==> config.mk <==
export PLATFORM = sky130hd
export DESIGN_NAME = phase_zone_config_control
export DESIGN_NICKNAME = d
export VERILOG_FILES = /design/src/pzc_pkg.sv /design/src/phase_zone_config_control.sv /design/src/pzc_zone_map.sv
export VERILOG_INCLUDE_DIRS = /design/src /design/src/src
export SDC_FILE = /design/constraint.sdc
export NUM_CORES = 1
export LEC_CHECK = 0
export BUFFER_PORTS_ARGS = -buffer_cell sky130_fd_sc_hd__buf_2
export CORE_ASPECT_RATIO = 1.5
export CORE_MARGIN = 2
export CORE_UTILIZATION = 51
export CTS_CLUSTER_SIZE = 20
export DETAILED_ROUTE_END_ITERATION = 8
export PLACE_DENSITY = 0.85
export SYNTH_ARGS = -nofsm -noshare
export SYNTH_HDL_FRONTEND = slang
export SYNTH_HIERARCHICAL = 1
export SYNTH_SLANG_ARGS = --single-unit
==> constraint.sdc <==
create_clock -name clock -period 3.65 [get_ports clock]
set_input_delay 0.365 -clock clock [delete_from_list [all_inputs] [get_ports clock]]
set_output_delay 0.365 -clock clock [all_outputs]
set_load 0.01 [all_outputs]
==> src/pzc_cfg.svh <==
// Register offsets, field positions, reset values and timing counts
`ifndef PZC_CFG_SVH
`define PZC_CFG_SVH

// Register offsets on the register side of the serial slave
`define PZC_REG_FIXED_ZONE  8'h36
`define PZC_REG_THRESH1     8'h37
`define PZC_REG_THRESH2     8'h38
`define PZC_REG_THRESH3     8'h39
`define PZC_REG_THRESH4     8'h3A
`define PZC_REG_LOADLINE    8'h3B
`define PZC_REG_PHASE_STAT  8'h3C
`define PZC_REG_ZONE_STAT   8'h3D

// Fixed-zone register fields
`define PZC_FZ_FIRST_LSB    0
`define PZC_FZ_SECOND_LSB   3
`define PZC_FZ_SEC_EN_BIT   6
`define PZC_FZ_RESET        8'h00

// Threshold code that marks a disabled shed threshold
`define PZC_THRESH_OFF      8'hFF

// Load-line percentages and slave addresses
`define PZC_LL_FULL         8'h64
`define PZC_LL_NONE         8'h00
`define PZC_ADDR_PAIR0      8'h20
`define PZC_ADDR_PAIR1      8'h30
`define PZC_ADDR_PAIR2      8'h40
`define PZC_ADDR_PAIR3      8'h50

// Phase count and zone limits
`define PZC_PHASES          8
`define PZC_ZONE_MAX        3'h4

// Current sampling period: 10 us at 125 MHz
`define PZC_SAMPLE_US       10
`define PZC_CLOCK_MHZ       125
`define PZC_SAMPLE_CYCLES   (`PZC_SAMPLE_US * `PZC_CLOCK_MHZ)

`endif

==> src/pzc_pkg.sv <==
// Types shared by the phase and zone control block
package pzc_pkg;

	typedef logic [2:0] pzc_zone_t;
	typedef logic [7:0] pzc_byte_t;

	// Zone control mode, one-hot
	typedef enum logic [4:0] {
		MODE_OFF   = 5'b00001,
		MODE_START = 5'b00010,
		MODE_FULL  = 5'b00100,
		MODE_SHED  = 5'b01000,
		MODE_FIXED = 5'b10000
	} pzc_mode_e;

endpackage

==> src/phase_zone_config_control.sv <==
// Phase configuration, strap decode and power zone selection
`timescale 1ns/1ps
`include "pzc_cfg.svh"
module phase_zone_config_control #(
	parameter int SAMPLE_CYCLES = `PZC_SAMPLE_CYCLES
) (
	// Clock and reset
	input  wire logic               clock,
	input  wire logic               resetn,
	// Pins, asynchronous to the clock
	input  wire logic               enable,
	input  wire logic               powerSavingHigh,
	input  wire logic               powerSavingLow,
	input  wire logic               outputRegulated,
	input  wire logic               rampSupplyLow,
	input  wire logic [7:0]         phaseSensePositive,
	// Strap measurement results, same clock
	input  wire logic               strapDone,
	input  wire logic [2:0]         fixedZoneStrapFirst,
	input  wire logic [2:0]         fixedZoneStrapSecond,
	input  wire pzc_pkg::pzc_byte_t shedThresholdStrap1,
	input  wire pzc_pkg::pzc_byte_t shedThresholdStrap2,
	input  wire pzc_pkg::pzc_byte_t shedThresholdStrap3,
	input  wire pzc_pkg::pzc_byte_t shedThresholdStrap4,
	input  wire logic [2:0]         loadlineAddressStrap,
	// Total current code, same clock
	input  wire pzc_pkg::pzc_byte_t totalCurrentLevel,
	// Register side of the serial slave
	input  wire logic               regWrite,
	input  wire pzc_pkg::pzc_byte_t regAddr,
	input  wire pzc_pkg::pzc_byte_t regWriteData,
	output pzc_pkg::pzc_byte_t      regReadData,
	// Control outputs
	output pzc_pkg::pzc_byte_t      phaseDriveOut,
	output pzc_pkg::pzc_byte_t      activePhases,
	output pzc_pkg::pzc_zone_t      powerZone,
	output logic                    continuousConduction,
	output logic                    discontinuousConduction,
	output logic                    undervoltageLockout,
	output pzc_pkg::pzc_byte_t      loadlinePercent,
	output pzc_pkg::pzc_byte_t      slaveAddress,
	output logic                    strapsLatched
);
	import pzc_pkg::*;

	localparam int SYNC_W = 13;

	logic [SYNC_W-1:0] syncFirst;
	logic [SYNC_W-1:0] syncSecond;
	logic              enableSync;
	logic              psiHighSync;
	logic              psiLowSync;
	logic              regulatedSync;
	logic              rampLowSync;
	logic [7:0]        senseSync;
	logic              enablePrev;
	logic              enableRise;
	logic [1:0]        psiLive;
	logic [1:0]        psiHeld;
	logic [1:0]        psiUsed;
	logic              regulatedSeen;
	logic              lowUseFirst;
	logic [3:0]        phaseCount;
	pzc_zone_t         strapFirst;
	pzc_zone_t         strapSecond;
	pzc_byte_t         fixedZoneSelect;
	pzc_byte_t         thresh [4];
	pzc_byte_t         loadlineReg;
	pzc_mode_e         mode;
	pzc_mode_e         next_mode;
	logic [10:0]       sampleCount;
	logic              sampleTick;
	pzc_zone_t         shedZone;
	pzc_zone_t         next_shedZone;
	pzc_zone_t         fixedRaw;
	pzc_zone_t         rawZone;
	pzc_zone_t         mappedZone;
	pzc_byte_t         zoneMask;

	// Level codes for the three-level power-saving input
	localparam logic [1:0] PSI_LOW  = 2'd0;
	localparam logic [1:0] PSI_MID  = 2'd1;
	localparam logic [1:0] PSI_HIGH = 2'd2;

	// Keep only the run of enabled phases that starts at phase one
	function automatic pzc_byte_t contiguousMask(input pzc_byte_t sense);
		logic keep;
		contiguousMask = 8'h00;
		keep = 1'b1;
		for (int i = 0; i < `PZC_PHASES; i++) begin
			keep = keep & ~sense[i];
			contiguousMask[i] = keep;
		end
	endfunction

	// Number of set bits in a phase mask
	function automatic logic [3:0] countPhases(input pzc_byte_t mask);
		countPhases = 4'd0;
		for (int i = 0; i < `PZC_PHASES; i++) begin
			countPhases = countPhases + {3'd0, mask[i]};
		end
	endfunction

	// Zone strap index, anything past the last resistor reads as zone 4
	function automatic pzc_zone_t clampZone(input logic [2:0] code);
		clampZone = (code > `PZC_ZONE_MAX) ? `PZC_ZONE_MAX : code;
	endfunction

	// Two flip-flops on every pin input
	always_ff @(posedge clock or negedge resetn) begin
		if (!resetn) begin
			syncFirst  <= '0;
			syncSecond <= '0;
		end else begin
			syncFirst  <= {enable, powerSavingHigh, powerSavingLow,
				outputRegulated, rampSupplyLow, phaseSensePositive};
			syncSecond <= syncFirst;
		end
	end

	assign enableSync    = syncSecond[12];
	assign psiHighSync   = syncSecond[11];
	assign psiLowSync    = syncSecond[10];
	assign regulatedSync = syncSecond[9];
	assign rampLowSync   = syncSecond[8];
	assign senseSync     = syncSecond[7:0];

	// Decode the power-saving comparators into a level
	always_comb begin
		if (psiHighSync) begin
			psiLive = PSI_HIGH;
		end else if (psiLowSync) begin
			psiLive = PSI_LOW;
		end else begin
			psiLive = PSI_MID;
		end
	end

	// Strap results caught once, on the first measurement done
	always_ff @(posedge clock or negedge resetn) begin
		if (!resetn) begin
			strapsLatched <= 1'b0;
			activePhases  <= 8'hFF;
			strapFirst    <= 3'd0;
			strapSecond   <= 3'd0;
			slaveAddress  <= `PZC_ADDR_PAIR0;
		end else if (strapDone && !strapsLatched) begin
			strapsLatched <= 1'b1;
			activePhases  <= contiguousMask(senseSync);
			strapFirst    <= clampZone(fixedZoneStrapFirst);
			strapSecond   <= clampZone(fixedZoneStrapSecond);
			unique case (loadlineAddressStrap[2:1])
				2'd0: slaveAddress <= `PZC_ADDR_PAIR0;
				2'd1: slaveAddress <= `PZC_ADDR_PAIR1;
				2'd2: slaveAddress <= `PZC_ADDR_PAIR2;
				2'd3: slaveAddress <= `PZC_ADDR_PAIR3;
			endcase
		end
	end

	assign phaseCount = countPhases(activePhases);

	// Fixed-zone select register, written by the host
	always_ff @(posedge clock or negedge resetn) begin
		if (!resetn) begin
			fixedZoneSelect <= `PZC_FZ_RESET;
		end else if (regWrite && regAddr == `PZC_REG_FIXED_ZONE) begin
			fixedZoneSelect <= {1'b0, regWriteData[6:0]};
		end
	end

	// Shed thresholds: strap at latch time, host write overrides
	generate
		for (genvar t = 0; t < 4; t++) begin : g_thresh
			pzc_byte_t strapValue;
			pzc_byte_t regOffset;
			always_comb begin
				strapValue = shedThresholdStrap1;
				unique case (t)
					0: strapValue = shedThresholdStrap1;
					1: strapValue = shedThresholdStrap2;
					2: strapValue = shedThresholdStrap3;
					default: strapValue = shedThresholdStrap4;
				endcase
				regOffset = `PZC_REG_THRESH1 + 8'(t);
			end
			always_ff @(posedge clock or negedge resetn) begin
				if (!resetn) begin
					thresh[t] <= `PZC_THRESH_OFF;
				end else if (regWrite && regAddr == regOffset) begin
					thresh[t] <= regWriteData;
				end else if (strapDone && !strapsLatched) begin
					thresh[t] <= strapValue;
				end
			end
		end
	endgenerate

	// Load-line percentage: strap at latch time, host write overrides
	always_ff @(posedge clock or negedge resetn) begin
		if (!resetn) begin
			loadlineReg <= `PZC_LL_FULL;
		end else if (regWrite && regAddr == `PZC_REG_LOADLINE) begin
			loadlineReg <= regWriteData;
		end else if (strapDone && !strapsLatched) begin
			loadlineReg <= loadlineAddressStrap[0] ? `PZC_LL_NONE
				: `PZC_LL_FULL;
		end
	end

	assign loadlinePercent = loadlineReg;

	// Enable edge, held power-saving level and regulation tracking
	always_ff @(posedge clock or negedge resetn) begin
		if (!resetn) begin
			enablePrev    <= 1'b0;
			psiHeld       <= PSI_HIGH;
			regulatedSeen <= 1'b0;
		end else begin
			enablePrev <= enableSync;
			if (enableRise) begin
				psiHeld <= psiLive;
			end
			if (!enableSync) begin
				regulatedSeen <= 1'b0;
			end else if (regulatedSync) begin
				regulatedSeen <= 1'b1;
			end
		end
	end

	assign enableRise = enableSync && !enablePrev;
	// Level caught at the enable edge applies at once, not a stale one
	assign psiUsed    = (regulatedSeen || enableRise) ? psiLive
		: psiHeld;

	// Once regulation is seen and the input has left low while enabled, low means first setting
	always_ff @(posedge clock or negedge resetn) begin
		if (!resetn) begin
			lowUseFirst <= 1'b0;
		end else if (!enableSync) begin
			lowUseFirst <= 1'b0;
		end else if (regulatedSeen && psiLive != PSI_LOW) begin
			lowUseFirst <= 1'b1;
		end
	end

	// Zone control mode
	always_comb begin
		next_mode = MODE_OFF;
		if (enableSync && strapsLatched) begin
			if (psiUsed == PSI_HIGH) begin
				next_mode = MODE_FULL;
			end else if (psiUsed == PSI_LOW) begin
				next_mode = MODE_FIXED;
			end else if (regulatedSeen) begin
				next_mode = MODE_SHED;
			end else begin
				next_mode = MODE_START;
			end
		end
	end

	always_ff @(posedge clock or negedge resetn) begin
		if (!resetn) begin
			mode <= MODE_OFF;
		end else begin
			mode <= next_mode;
		end
	end

	// Current sample divider, one tick per period
	always_ff @(posedge clock or negedge resetn) begin
		if (!resetn) begin
			sampleCount <= '0;
		end else if (mode != MODE_SHED || sampleTick) begin
			sampleCount <= '0;
		end else begin
			sampleCount <= sampleCount + 11'd1;
		end
	end

	assign sampleTick = (sampleCount == 11'(SAMPLE_CYCLES - 1));

	// Compare current with thresholds; a full-scale one never trips
	always_comb begin
		if (totalCurrentLevel > thresh[3] && thresh[3] != `PZC_THRESH_OFF) begin
			next_shedZone = 3'd0;
		end else if (totalCurrentLevel > thresh[2]
			&& thresh[2] != `PZC_THRESH_OFF) begin
			next_shedZone = 3'd1;
		end else if (totalCurrentLevel > thresh[1]
			&& thresh[1] != `PZC_THRESH_OFF) begin
			next_shedZone = 3'd2;
		end else if (totalCurrentLevel > thresh[0]
			&& thresh[0] != `PZC_THRESH_OFF) begin
			next_shedZone = 3'd3;
		end else begin
			next_shedZone = 3'd4;
		end
	end

	// Shed zone updates only on a sample tick in shed mode; held at zone 0 outside shed mode
	always_ff @(posedge clock or negedge resetn) begin
		if (!resetn) begin
			shedZone <= 3'd0;
		end else if (mode != MODE_SHED) begin
			shedZone <= 3'd0;
		end else if (sampleTick) begin
			shedZone <= next_shedZone;
		end
	end

	// Fixed zone source: strap or register field, second then first
	always_comb begin
		if (lowUseFirst) begin
			fixedRaw = fixedZoneSelect[`PZC_FZ_SEC_EN_BIT]
				? clampZone(fixedZoneSelect[2:0]) : strapFirst;
		end else begin
			fixedRaw = fixedZoneSelect[`PZC_FZ_SEC_EN_BIT]
				? clampZone(fixedZoneSelect[5:3]) : strapSecond;
		end
	end

	// Zone before collapse, by mode
	always_comb begin
		rawZone = 3'd0;
		unique case (mode)
			MODE_FIXED: rawZone = fixedRaw;
			MODE_SHED:  rawZone = shedZone;
			MODE_FULL:  rawZone = 3'd0;
			MODE_START: rawZone = 3'd0;
			MODE_OFF:   rawZone = 3'd0;
		endcase
	end

	// Collapse per configuration and pick running outputs
	pzc_zone_map u_zone_map (
		.phaseCount (phaseCount),
		.rawZone    (rawZone),
		.zone       (mappedZone),
		.zoneMask   (zoneMask)
	);

	// Registered drive, zone and conduction outputs
	always_ff @(posedge clock or negedge resetn) begin
		if (!resetn) begin
			phaseDriveOut           <= 8'h00;
			powerZone               <= 3'd0;
			continuousConduction    <= 1'b0;
			discontinuousConduction <= 1'b0;
		end else if (mode == MODE_OFF) begin
			phaseDriveOut           <= 8'h00;
			powerZone               <= 3'd0;
			continuousConduction    <= 1'b0;
			discontinuousConduction <= 1'b0;
		end else begin
			phaseDriveOut <= zoneMask & activePhases;
			powerZone     <= mappedZone;
			continuousConduction    <= (mappedZone != 3'd4);
			discontinuousConduction <= (mappedZone == 3'd4);
		end
	end

	// Ramp-supply lockout only counts while enabled
	always_ff @(posedge clock or negedge resetn) begin
		if (!resetn) begin
			undervoltageLockout <= 1'b0;
		end else begin
			undervoltageLockout <= enableSync && rampLowSync;
		end
	end

	// Read data, one cycle after the address; unmapped reads zero
	always_ff @(posedge clock or negedge resetn) begin
		if (!resetn) begin
			regReadData <= 8'h00;
		end else begin
			unique case (regAddr)
				`PZC_REG_FIXED_ZONE: regReadData <= fixedZoneSelect;
				`PZC_REG_THRESH1:    regReadData <= thresh[0];
				`PZC_REG_THRESH2:    regReadData <= thresh[1];
				`PZC_REG_THRESH3:    regReadData <= thresh[2];
				`PZC_REG_THRESH4:    regReadData <= thresh[3];
				`PZC_REG_LOADLINE:   regReadData <= loadlineReg;
				`PZC_REG_PHASE_STAT: regReadData <= activePhases;
				`PZC_REG_ZONE_STAT:  regReadData <= {mode, powerZone};
				default:             regReadData <= 8'h00;
			endcase
		end
	end

endmodule

==> src/pzc_zone_map.sv <==
// Zone collapse per phase count and phase enable mask per zone
`timescale 1ns/1ps
module pzc_zone_map (
	// Configuration
	input  wire logic [3:0]         phaseCount,
	input  wire pzc_pkg::pzc_zone_t rawZone,
	// Result
	output pzc_pkg::pzc_zone_t      zone,
	output pzc_pkg::pzc_byte_t      zoneMask
);
	import pzc_pkg::*;

	// Zones a configuration lacks fall back to zone 0
	always_comb begin
		zone = rawZone;
		unique case (phaseCount)
			4'd8: zone = rawZone;
			4'd6,
			4'd4: if (rawZone == 3'd1) zone = 3'd0;
			4'd1: if (rawZone != 3'd4) zone = 3'd0;
			default: if (rawZone == 3'd1 || rawZone == 3'd2) zone = 3'd0;
		endcase
	end

	// Outputs left running in each zone
	always_comb begin
		zoneMask = 8'h01;
		unique case (zone)
			3'd0: zoneMask = 8'hFF;
			3'd1: zoneMask = 8'h55;
			3'd2: begin
				if (phaseCount == 4'd6) begin
					zoneMask = 8'h15;
				end else if (phaseCount == 4'd4) begin
					zoneMask = 8'h05;
				end else begin
					zoneMask = 8'h11;
				end
			end
			default: zoneMask = 8'h01;
		endcase
	end

endmodule

==> impl_results.md, run 1 <==
* Layout cells sized above 1 at 32.2%
* Synth Area in XOR/XNOR at 1.36%
* DRC at 0
* Synth Area in Adders at 7.65%
* Initial DRC count at 625
* Fin crit period at 3.89 ns
* Simple-Gate Fraction of Synth Area at 15.4%
* Initial core utilization at 52.4%
* Max Cap Viol at 0
* GRT overflow at 0
* Die Y at 148 um
* H-tree depth at 4
* Lkg Pwr at 4.18 nW
* CP max stage delay at 0.54 ns
* CTS tree: done
* Max Slew Vio Count at 0
* CTS clock-pin slew for the worst setup and hold paths at 0.06 ns
* Cell mode on critical path: fa_1
* Clk_lat worst skew at 0.43 ns
* Nets at 909
* Max Fclk at 0.257 GHz
* Slew @ Worst Pin at 1.18 ns
* Fraction of registers with async set/reset at 100%
* Antenna Diode Count at 0
* Cells along the critical path: fa_1 > inv_1 > fa_1 > fa_1 > inv_1 > ha_2 > inv_2 > fa_2 > inv_2 > nor2_1 > o2111ai_1 > and2_4 > a211oi_2 > and3_1
* Buffers added on ports at 123
* Seq cells post-synth at 137
* Clk_skew at 0.00974 ns
* Post-Syn Area at 7100 um2
* DR vias/cell at 5.88
* Per-cell routed wire length at 18.6 um
* Vias in the first global route at 5608
* Sw Ratio at 30.6%
* Hold Path Class: in2async
* Hold Vio Cnt, Final at 0
* Period utilisation layout at 107%
* Largest net degree at the start of global routing at 138
* Cell count after synthesis at 668
* Final wirelength at 17.9 mm
* Reg2reg start: activePhases[3]
* CP arrival at 4.25 ns
* Synth top area share at 32.1%
* CTS Buffer Depth at 2
* Initial antenna violation count at 0
* Crit-path slowest cell: dfstp_2
* Status: finished with violations
* Root buf cell: clkbuf_16
* Relative slew slack at 20.6%
* Cell taking the most area after synthesis: dfrtp_1
* R2R cell count at 14
* Net switching power at 1.35 mW
* RSZ-0062 raised after global routing: true
* RePlAce Congestion at 0.965
* Crit. End Element: register
* Main combinational cell family by area after synthesis: simple AND/OR/NAND/NOR gates
* Mux contribution to synthesized area at 9.89%
* Compound-Gate Fraction of Synth Area at 11.6%
* Detailed Routing Iterations Pass 1 at 6
* All-Layer GR Usage at 25.1%
* Std-Cell Core Area at 13500 um2
* Rows at 52
* VDD IR max at 0.313 mV
* Internal power at 3.05 mW
* Num ports at 129
* Top cells by area, synth: dfrtp_1 32%, dfstp_2 17%, ha_1 6.5%
* Syn_area_per_cell at 10.6 um2
* EDFF count, synth at 0
* Clock tree sinks at 137
* PwrDens at 520 nW/um2
* Final Util at 62.6%
* Final setup fails at 11
* Clk pwr share at 38.4%
* First-pass GRT wire length at 28.4 mm
* R2R Setup Slk at -0.24 ns
* Critical Path Source Type: register
* Comb pwr share at 20.2%
* Worst path required time at 4.01 ns
* Die ar. at 14900 um2
* Setup WS pre-CTS at -0.155 ns
* ANT nets after route at 0
* HPWL after DPL at 13.1 mm
* P&R area growth vs syn at 19.4%
* Sequential area share after synthesis at 49.1%
* Failing checks: negative setup slack
* Synth Warn # at 6
* RR Endpoint: phaseDriveOut[3]
* Top FF cell, synth: dfrtp_1
* Setup TNS at -1.83 ns
* Unique masters post-synth at 64
* Max FO, Critical Path at 4
* Setup CP Type: reg2reg
* Die W at 100 um
* Slack of the critical path at -0.238 ns
* Cts bufs inserted at 17
* Routed vias at 5648
* Reg power frac at 41.4%
-- power groups by stage --
stage / clock network (mW) / logic, mW / registers [mW]
detailed placement: 0 / 0.809 / 1.84
global route: 1.78 / 0.982 / 1.83
floorplan: 0 / 0.536 / 1.81
finish: 1.69 / 0.891 / 1.82
global placement: 0 / 0.776 / 1.84
CTS: 1.71 / 0.861 / 1.82
-- worst max-delay path by stage --
stage / start / slack, ns / cells after the start / end
6_report: activePhases[3] / -0.24 / 14 / phaseDriveOut[3]
5_1_grt: activePhases[3] / -0.33 / 14 / phaseDriveOut[5]
4_1_cts: activePhases[3] / -0.19 / 14 / phaseDriveOut[5]
3_5_place_dp: activePhases[3] / -0.15 / 14 / phaseDriveOut[5]
3_3_place_gp: activePhases[3] / -0.10 / 14 / phaseDriveOut[5]
2_1_floorplan: activePhases[3] / -0.16 / 15 / phaseDriveOut[5]
-- metrics by stage --
step	total power, mW	cells	hold WS [ns]	area, um2
after floorplan	2.35	672	0.0694	7120
after global placement	2.61	929	0.331	7840
after detailed placement	2.65	929	0.335	7840
after CTS	4.39	961	0.0306	8450
after global routing	4.60	961	0.0216	8480
final	4.40	961	0.0287	8480
-- worst max-delay path, delay by kind of cell (launching register included) --
| kind | cells | cell delay (ns) |
|---|---|---|
| fa+ha+maj | 5 | 1.99 |
| simple gates | 3 | 0.60 |
| flops | 1 | 0.54 |
| compound gates | 2 | 0.44 |
| buf+inv | 4 | 0.27 |
-- synth_stat cells, types with 5 or more instances --
master and n:
dfrtp_1 91, nand2_1 57, nor2_1 55, dfstp_2 46
inv_1 45, a21oi_1 44, ha_1 37, o21ai_0 37
mux2i_1 33, clkbuf_1 15, nand4_1 15, nor2b_1 15
and3_1 14, mux2_2 13, buf_4 10, mux4_2 10
nand3_1 10, nand2b_1 9, and2_1 8, buf_2 8
a222oi_1 7, a22oi_1 7, xor2_1 6, o21ai_1 5
o31ai_1 5, xnor2_1 5
-- cells by family (layout without fill, tap and decap cells) --
logic type	Yosys count	after routing
fa+ha+maj	41	41
mux	56	56
other cells	2	6
simple gates	208	208
flops	137	137
compound gates	134	134
buf+inv	79	206
xor+xnor	11	11
-- timing repair --
action	in CTS	in global routing
pin swaps	2	5
hold buffers	0	0
gates resized for setup	7	7
setup buffers	0	1
endpoints found under the setup margin	10	12
-- flip-flops by register name, indices dropped and copies added (netlist names), 2 cells and up --
name,cells
syncSecond,13
shedZone,3
slaveAddress,3
sampleCount,11
powerZone,3
psiHeld,2
loadlinePercent,8
thresh,32
strapFirst,3
fixedZoneSelect,7
phaseDriveOut,8
strapSecond,3
mode,5
activePhases,8
regReadData,8
syncFirst,13
-- per-layer routing --
layer  vias up  GRT usage [%]  share of wire, %
met5         -              0                 0
met4         0           16.2               5.9
met3        76           4.89               6.0
met2       254           42.2                51
met1      2741           28.9                37
li1       2577              -                 -
-- layout make-up --
cell class	count	area [um2]
inverters	45	169
clock inverters	14	154
flip-flops and latches	137	3490
well taps	162	203
repair buffers	129	679
clock buffers	18	429
multi-input cells	456	3360
fillers	1041	5060
-- layout by cell type, fill, tap and decap left out, drive strengths merged, types with 7 or more instances in the layout --
cell type	n
buf	129
dfrtp	91
nand2	58
nor2	55
inv	54
dfstp	46
a21oi	45
o21ai	43
ha	37
mux2i	33
clkbuf	18
nand4	15
nor2b	15
and3	14
mux2	13
nand3	10
mux4	10
nand2b	9
and2	8
a222oi	7
a22oi	7
(Power assumes the default switching activity.)
==> run 2: changes to the inputs <==
--- a/config.mk
+++ b/config.mk
@@ -7,9 +7,10 @@
 export NUM_CORES = 1
 export LEC_CHECK = 0
 export BUFFER_PORTS_ARGS = -buffer_cell sky130_fd_sc_hd__buf_2
-export CORE_ASPECT_RATIO = 1.5
+export CORE_ASPECT_RATIO = 1.2
 export CORE_MARGIN = 2
 export CORE_UTILIZATION = 51
+export CTS_BUF_LIST = sky130_fd_sc_hd__clkbuf_4 sky130_fd_sc_hd__clkbuf_8 sky130_fd_sc_hd__clkbuf_16
 export CTS_CLUSTER_SIZE = 20
 export DETAILED_ROUTE_END_ITERATION = 8
 export PLACE_DENSITY = 0.85
==> impl_results.md, run 2 (same netlist as run 1, synthesis figures left out) <==
* Reg2reg start: activePhases[1]
* Commonest non-fill, non-tap cells in the layout: 122 x buf_2, 91 x dfrtp_1, 56 x nand2_1, 54 x nor2_1, 46 x dfstp_2
* Num ports at 129
* Slack of the critical path at -0.224 ns
* Lkg Pwr at 4.17 nW
* Nets at 911
* R2R cell count at 14
* RR Endpoint: phaseDriveOut[5]
* ANT nets after route at 0
* Largest net degree at the start of global routing at 81
* All-Layer GR Usage at 25.1%
* Routed met2 length at 8.66 mm
* Setup WS pre-CTS at -0.143 ns
* CTS clock-pin slew for the worst setup and hold paths at 0.07 ns
* CTS tree: done
* Max Fclk at 0.258 GHz
* Buffers added on ports at 123
* Root buf cell: clkbuf_16
* Antenna Diode Count at 0
* Final Power at 4.40 mW
* Initial antenna violation count at 0
* Final setup fails at 10
* Hold Path Depth at 1
* Detailed Routing Iterations Pass 1 at 5
* Setup CP Type: reg2reg
* P&R area growth vs syn at 19.5%
* Rows at 47
* Cts bufs inserted at 17
* H-tree depth at 4
* Clock tree sinks at 137
* Vias in the first global route at 5720
* Failing checks: negative setup slack
* Layout cells sized above 1 at 32.2%
* Die Y at 133 um
* Hold path start: phaseSensePositive[1]
* First-pass GRT wire length at 28.8 mm
* Routed vias at 5688
* Initial DRC count at 419
* Clk_skew at 0.0157 ns
* Biggest regs: thresh x32, syncFirst x13, syncSecond x13
* PwrDens at 518 nW/um2
* Hold Vio Cnt, Final at 0
* RePlAce Congestion at 0.945
* Max reg flops at 32
* Worst path required time at 4.01 ns
* Slew @ Worst Pin at 1.14 ns
* Fin crit period at 3.87 ns
* Max Cap Viol at 0
* Reg with most FFs: thresh
* Final wirelength at 18.0 mm
* Hold endpoint: syncFirst[1]
* DR vias/cell at 5.85
* Relative slew slack at 24.1%
* CP arrival at 4.24 ns
* Status: finished with violations
* RSZ-0062 raised after global routing: true
* Std-Cell Core Area at 13700 um2
* Per-cell routed wire length at 18.5 um
* Max layer used: met4
* CTS Buffer Depth at 2
* R2R Setup Slk at -0.22 ns
* Fillers at 1094
* Max Slew Vio Count at 0
* Crit. End Element: register
* Die ar. at 14900 um2
* Die W at 112 um
* Critical Path Source Type: register
* VDD IR max at 0.323 mV
* Period utilisation layout at 106%
* GRT overflow at 0
* Commonest non-fill, non-tap cell in the layout: buf_2
* HPWL after DPL at 13.1 mm
* M1 WL at 7.05 mm
* DRC at 0
* Hold Path Class: in2reg
* Max FO, Critical Path at 4
* Met3 Wirelength at 1.36 mm
* Initial core utilization at 51.8%
* Clk_lat worst skew at 0.44 ns
## run 2: cell types whose count changed in the layout (fill, tap and decap cells not counted), moves of 2 or more
cell,change
buf_4,+3
clkinv_8,+3
inv_1,-2
inv_2,+2
inv_6,-2
inv_8,+2
## run 2: where the power goes
group / internal [mW] / switching [mW]
sequential: 1.69 / 0.131
combinational: 0.399 / 0.474
clock: 0.920 / 0.779
total: 3.01 / 1.38
## run 2: worst max path at each step
stage                                   to       startpoint  slack (ns)  depth (start not counted)
after floorplan           phaseDriveOut[5]  activePhases[3]       -0.16                         15
after global placement    phaseDriveOut[5]  activePhases[3]       -0.08                         14
after detailed placement  phaseDriveOut[5]  activePhases[3]       -0.14                         14
after CTS                 phaseDriveOut[5]  activePhases[3]       -0.16                         14
after global routing      phaseDriveOut[5]  activePhases[1]       -0.37                         14
final                     phaseDriveOut[5]  activePhases[1]       -0.22                         14
## run 2: final cells by class
class / count / area (um2) / share of cell area, %
multi-input combinational: 456 / 3330 / 39.2
tap: 171 / 214 / 2.52
clock buffer: 17 / 425 / 5.01
inverter: 45 / 169 / 1.99
clock inverter: 15 / 171 / 2.02
sequential: 137 / 3490 / 41.1
timing repair buffer: 131 / 691 / 8.14
## run 2: worst max-delay path, cell delays in order, from the launching register on
cell and delay (ns):
dfstp_2 0.55, fa_1 0.44, inv_2 0.08, fa_1 0.42, fa_1 0.45, inv_2 0.08, ha_4 0.13, inv_2 0.04
fa_2 0.42, xnor2_4 0.16, or3_4 0.40, nand2_1 0.08, o21ai_1 0.10, a211oi_2 0.26, and3_1 0.21
## run 2: what timing repair did
item	4_1_cts	5_1_grt
buffers inserted	0	0
setup endpoints to repair	9	12
resized for setup	2	6
pin swaps	5	6
hold buffers	0	0
## run 2: metal layers
metal / up-vias / GRT usage [%]
met5: - / 0
met4: 0 / 14.0
met3: 76 / 6.60
met2: 280 / 40.3
met1: 2743 / 31.1
li1: 2589 / -
## run 2: stage by stage
stage / hold WS (ns) / setup TNS [ns] / cell area (um2) / util, % / cells
floorplan: 0.0694 / -0.541 / 7120 / - / 672
global placement: 0.332 / -0.433 / 7860 / 57.3 / 940
detailed placement: 0.335 / -0.762 / 7860 / 57.3 / 940
CTS: 0.0105 / -1.06 / 8450 / 61.7 / 972
global route: 0.0211 / -3.12 / 8480 / 61.9 / 972
finish: 0.0290 / -1.31 / 8480 / 61.9 / 972
==> run 3: changes to the inputs <==
--- a/config.mk
+++ b/config.mk
@@ -8,12 +8,11 @@
 export LEC_CHECK = 0
 export BUFFER_PORTS_ARGS = -buffer_cell sky130_fd_sc_hd__buf_2
 export CORE_ASPECT_RATIO = 1.2
-export CORE_MARGIN = 2
 export CORE_UTILIZATION = 51
 export CTS_BUF_LIST = sky130_fd_sc_hd__clkbuf_4 sky130_fd_sc_hd__clkbuf_8 sky130_fd_sc_hd__clkbuf_16
 export CTS_CLUSTER_SIZE = 20
 export DETAILED_ROUTE_END_ITERATION = 8
-export PLACE_DENSITY = 0.85
+export PLACE_DENSITY = 0.75
 export SYNTH_ARGS = -nofsm -noshare
 export SYNTH_HDL_FRONTEND = slang
 export SYNTH_HIERARCHICAL = 1
==> impl_results.md, run 3 (same netlist as run 1, synthesis figures left out) <==
* Status: finished with violations
* Failing checks: negative setup slack
* Buffers added on ports at 123
* R2R Setup Slk at -0.20 ns
* Hold Vio Cnt, Final at 0
* Placed cell area at 7850 um2
* Max FO, Critical Path at 4
* R2R cell count at 14
* Hold Path Depth at 1
* Final setup fails at 9
* Root buf cell: clkbuf_16
* RePlAce Congestion at 0.900
* Fillers at 1081
* Antenna Diode Count at 0
* Biggest regs: thresh x32, syncFirst x13, syncSecond x13
* Worst path required time at 4.02 ns
* Critical Path Source Type: register
* Relative slew slack at 16.7%
* Max Slew Vio Count at 0
* Hold_buf cts at 0
* Setup CP Type: reg2reg
* Detailed Routing Iterations Pass 1 at 6
* Final Power at 4.46 mW
* Final wirelength at 18.1 mm
* Cts bufs inserted at 17
* CTS clock-pin slew for the worst setup and hold paths at 0.07 ns
* CTS tree: done
* Max Cap Viol at 0
* Clk_lat worst skew at 0.43 ns
* Largest net degree at the start of global routing at 71
* Fin Hold WS at 0.0309 ns
* RSZ-0062 raised after global routing: true
* Clock tree sinks at 137
* DRC at 0
* Hold path start: phaseSensePositive[5]
* Hold Path Class: in2reg
* ANT nets after route at 0
* Std-Cell Core Area at 13400 um2
* Clk_skew at 0.0118 ns
* Vias in the first global route at 5705
* Reg with most FFs: thresh
* GRT busiest layer: met2
* Slack of the critical path at -0.202 ns
* Layout Cell Area excl Fill at 8520 um2
* Die Y at 131 um
* VDD IR max at 0.480 mV
* Per-cell routed wire length at 18.7 um
* All-Layer GR Usage at 26.9%
* Slew @ Worst Pin at 1.24 ns
* Max reg flops at 32
* CP arrival at 4.22 ns
* Layout cells sized above 1 at 32.3%
* Setup WS pre-CTS at -0.176 ns
* Fin crit period at 3.85 ns
* Commonest non-fill, non-tap cell in the layout: buf_2
* HPWL after DPL at 13.7 mm
* H-tree depth at 4
* Die W at 110 um
* Initial antenna violation count at 1
* Max Fclk at 0.260 GHz
* Num ports at 129
* CTS Buffer Depth at 2
* P&R area growth vs syn at 20.1%
* Routed vias at 5577
* RR Endpoint: phaseDriveOut[1]
* Reg2reg start: activePhases[3]
* PwrDens at 524 nW/um2
* Commonest non-fill, non-tap cells in the layout: 122 x buf_2, 91 x dfrtp_1, 56 x nand2_1, 54 x nor2_1, 46 x dfstp_2
* Placed Instances at 937
* Initial DRC count at 517
* Met1 Use GR at 32.7%
* Crit. End Element: register
* Period utilisation layout at 106%
* Hold endpoint: syncFirst[5]
* Nets at 913
* Rows at 46
* First-pass GRT wire length at 28.8 mm
* Lkg Pwr at 4.21 nW
* Layout Cells excl Fill at 971
* Met2 GRT Util at 44.7%
* M3 GR Usage at 6.45%
* Die ar. at 14400 um2
* GRT overflow at 0
* DR vias/cell at 5.74
* Initial core utilization at 52.9%
==> run 3: area by class of cell <==
class / count / area, um2 / area share (%)
multi-input cells: 456 / 3350 / 39.3
flip-flops and latches: 137 / 3490 / 40.9
clock inverters: 15 / 181 / 2.13
repair buffers: 133 / 706 / 8.28
inverters: 45 / 169 / 1.98
well taps: 168 / 210 / 2.47
clock buffers: 17 / 425 / 4.99
==> run 3: how the worst max path moves through the flow <==
stage | startpoint | depth (start not counted) | endpoint | slack, ns
2_1_floorplan | activePhases[3] | 15 | phaseDriveOut[5] | -0.16
3_3_place_gp | activePhases[3] | 14 | phaseDriveOut[5] | -0.07
3_5_place_dp | activePhases[3] | 14 | phaseDriveOut[7] | -0.18
4_1_cts | activePhases[3] | 15 | continuousConduction | -0.16
5_1_grt | activePhases[3] | 14 | phaseDriveOut[7] | -0.35
6_report | activePhases[3] | 14 | phaseDriveOut[1] | -0.20
==> run 3: metal layers <==
layer / wire length [um] / share of wire [%]
met5: 0 / 0
met4: 676 / 3.7
met1: 7110 / 39
met2: 9200 / 51
met3: 1160 / 6.4
==> run 3: power breakdown <==
part | leakage [nW] | total [mW] | switching, mW | internal (mW)
registers | 1.66 | 1.82 | 0.126 | 1.69
clock network | 0.298 | 1.73 | 0.752 | 0.979
logic | 2.25 | 0.911 | 0.507 | 0.404
==> run 3: worst max-delay path: stages, from the launching register on <==
cell,delay (ns)
dfstp_2,0.54
fa_1,0.41
inv_1,0.08
fa_1,0.44
fa_1,0.44
inv_1,0.07
ha_2,0.18
inv_2,0.04
fa_2,0.37
xnor2_4,0.17
or3_4,0.42
nand2_4,0.09
o21ai_4,0.08
a211oi_4,0.27
and3_1,0.19
==> run 3: what timing repair did <==
action / CTS / global route
endpoints found under the setup margin: 9 / 12
buffers inserted: 0 / 2
pin swaps: 1 / 5
hold endpoints to repair: 0 / 0
resized for setup: 3 / 8
==> run 3: per-stage QoR <==
stage,utilization (%),setup TNS [ns]
global route,63.6,-2.88
detailed placement,58.5,-1.18
floorplan,-,-0.541
CTS,63.2,-1.13
finish,63.6,-1.41
global placement,58.5,-0.331
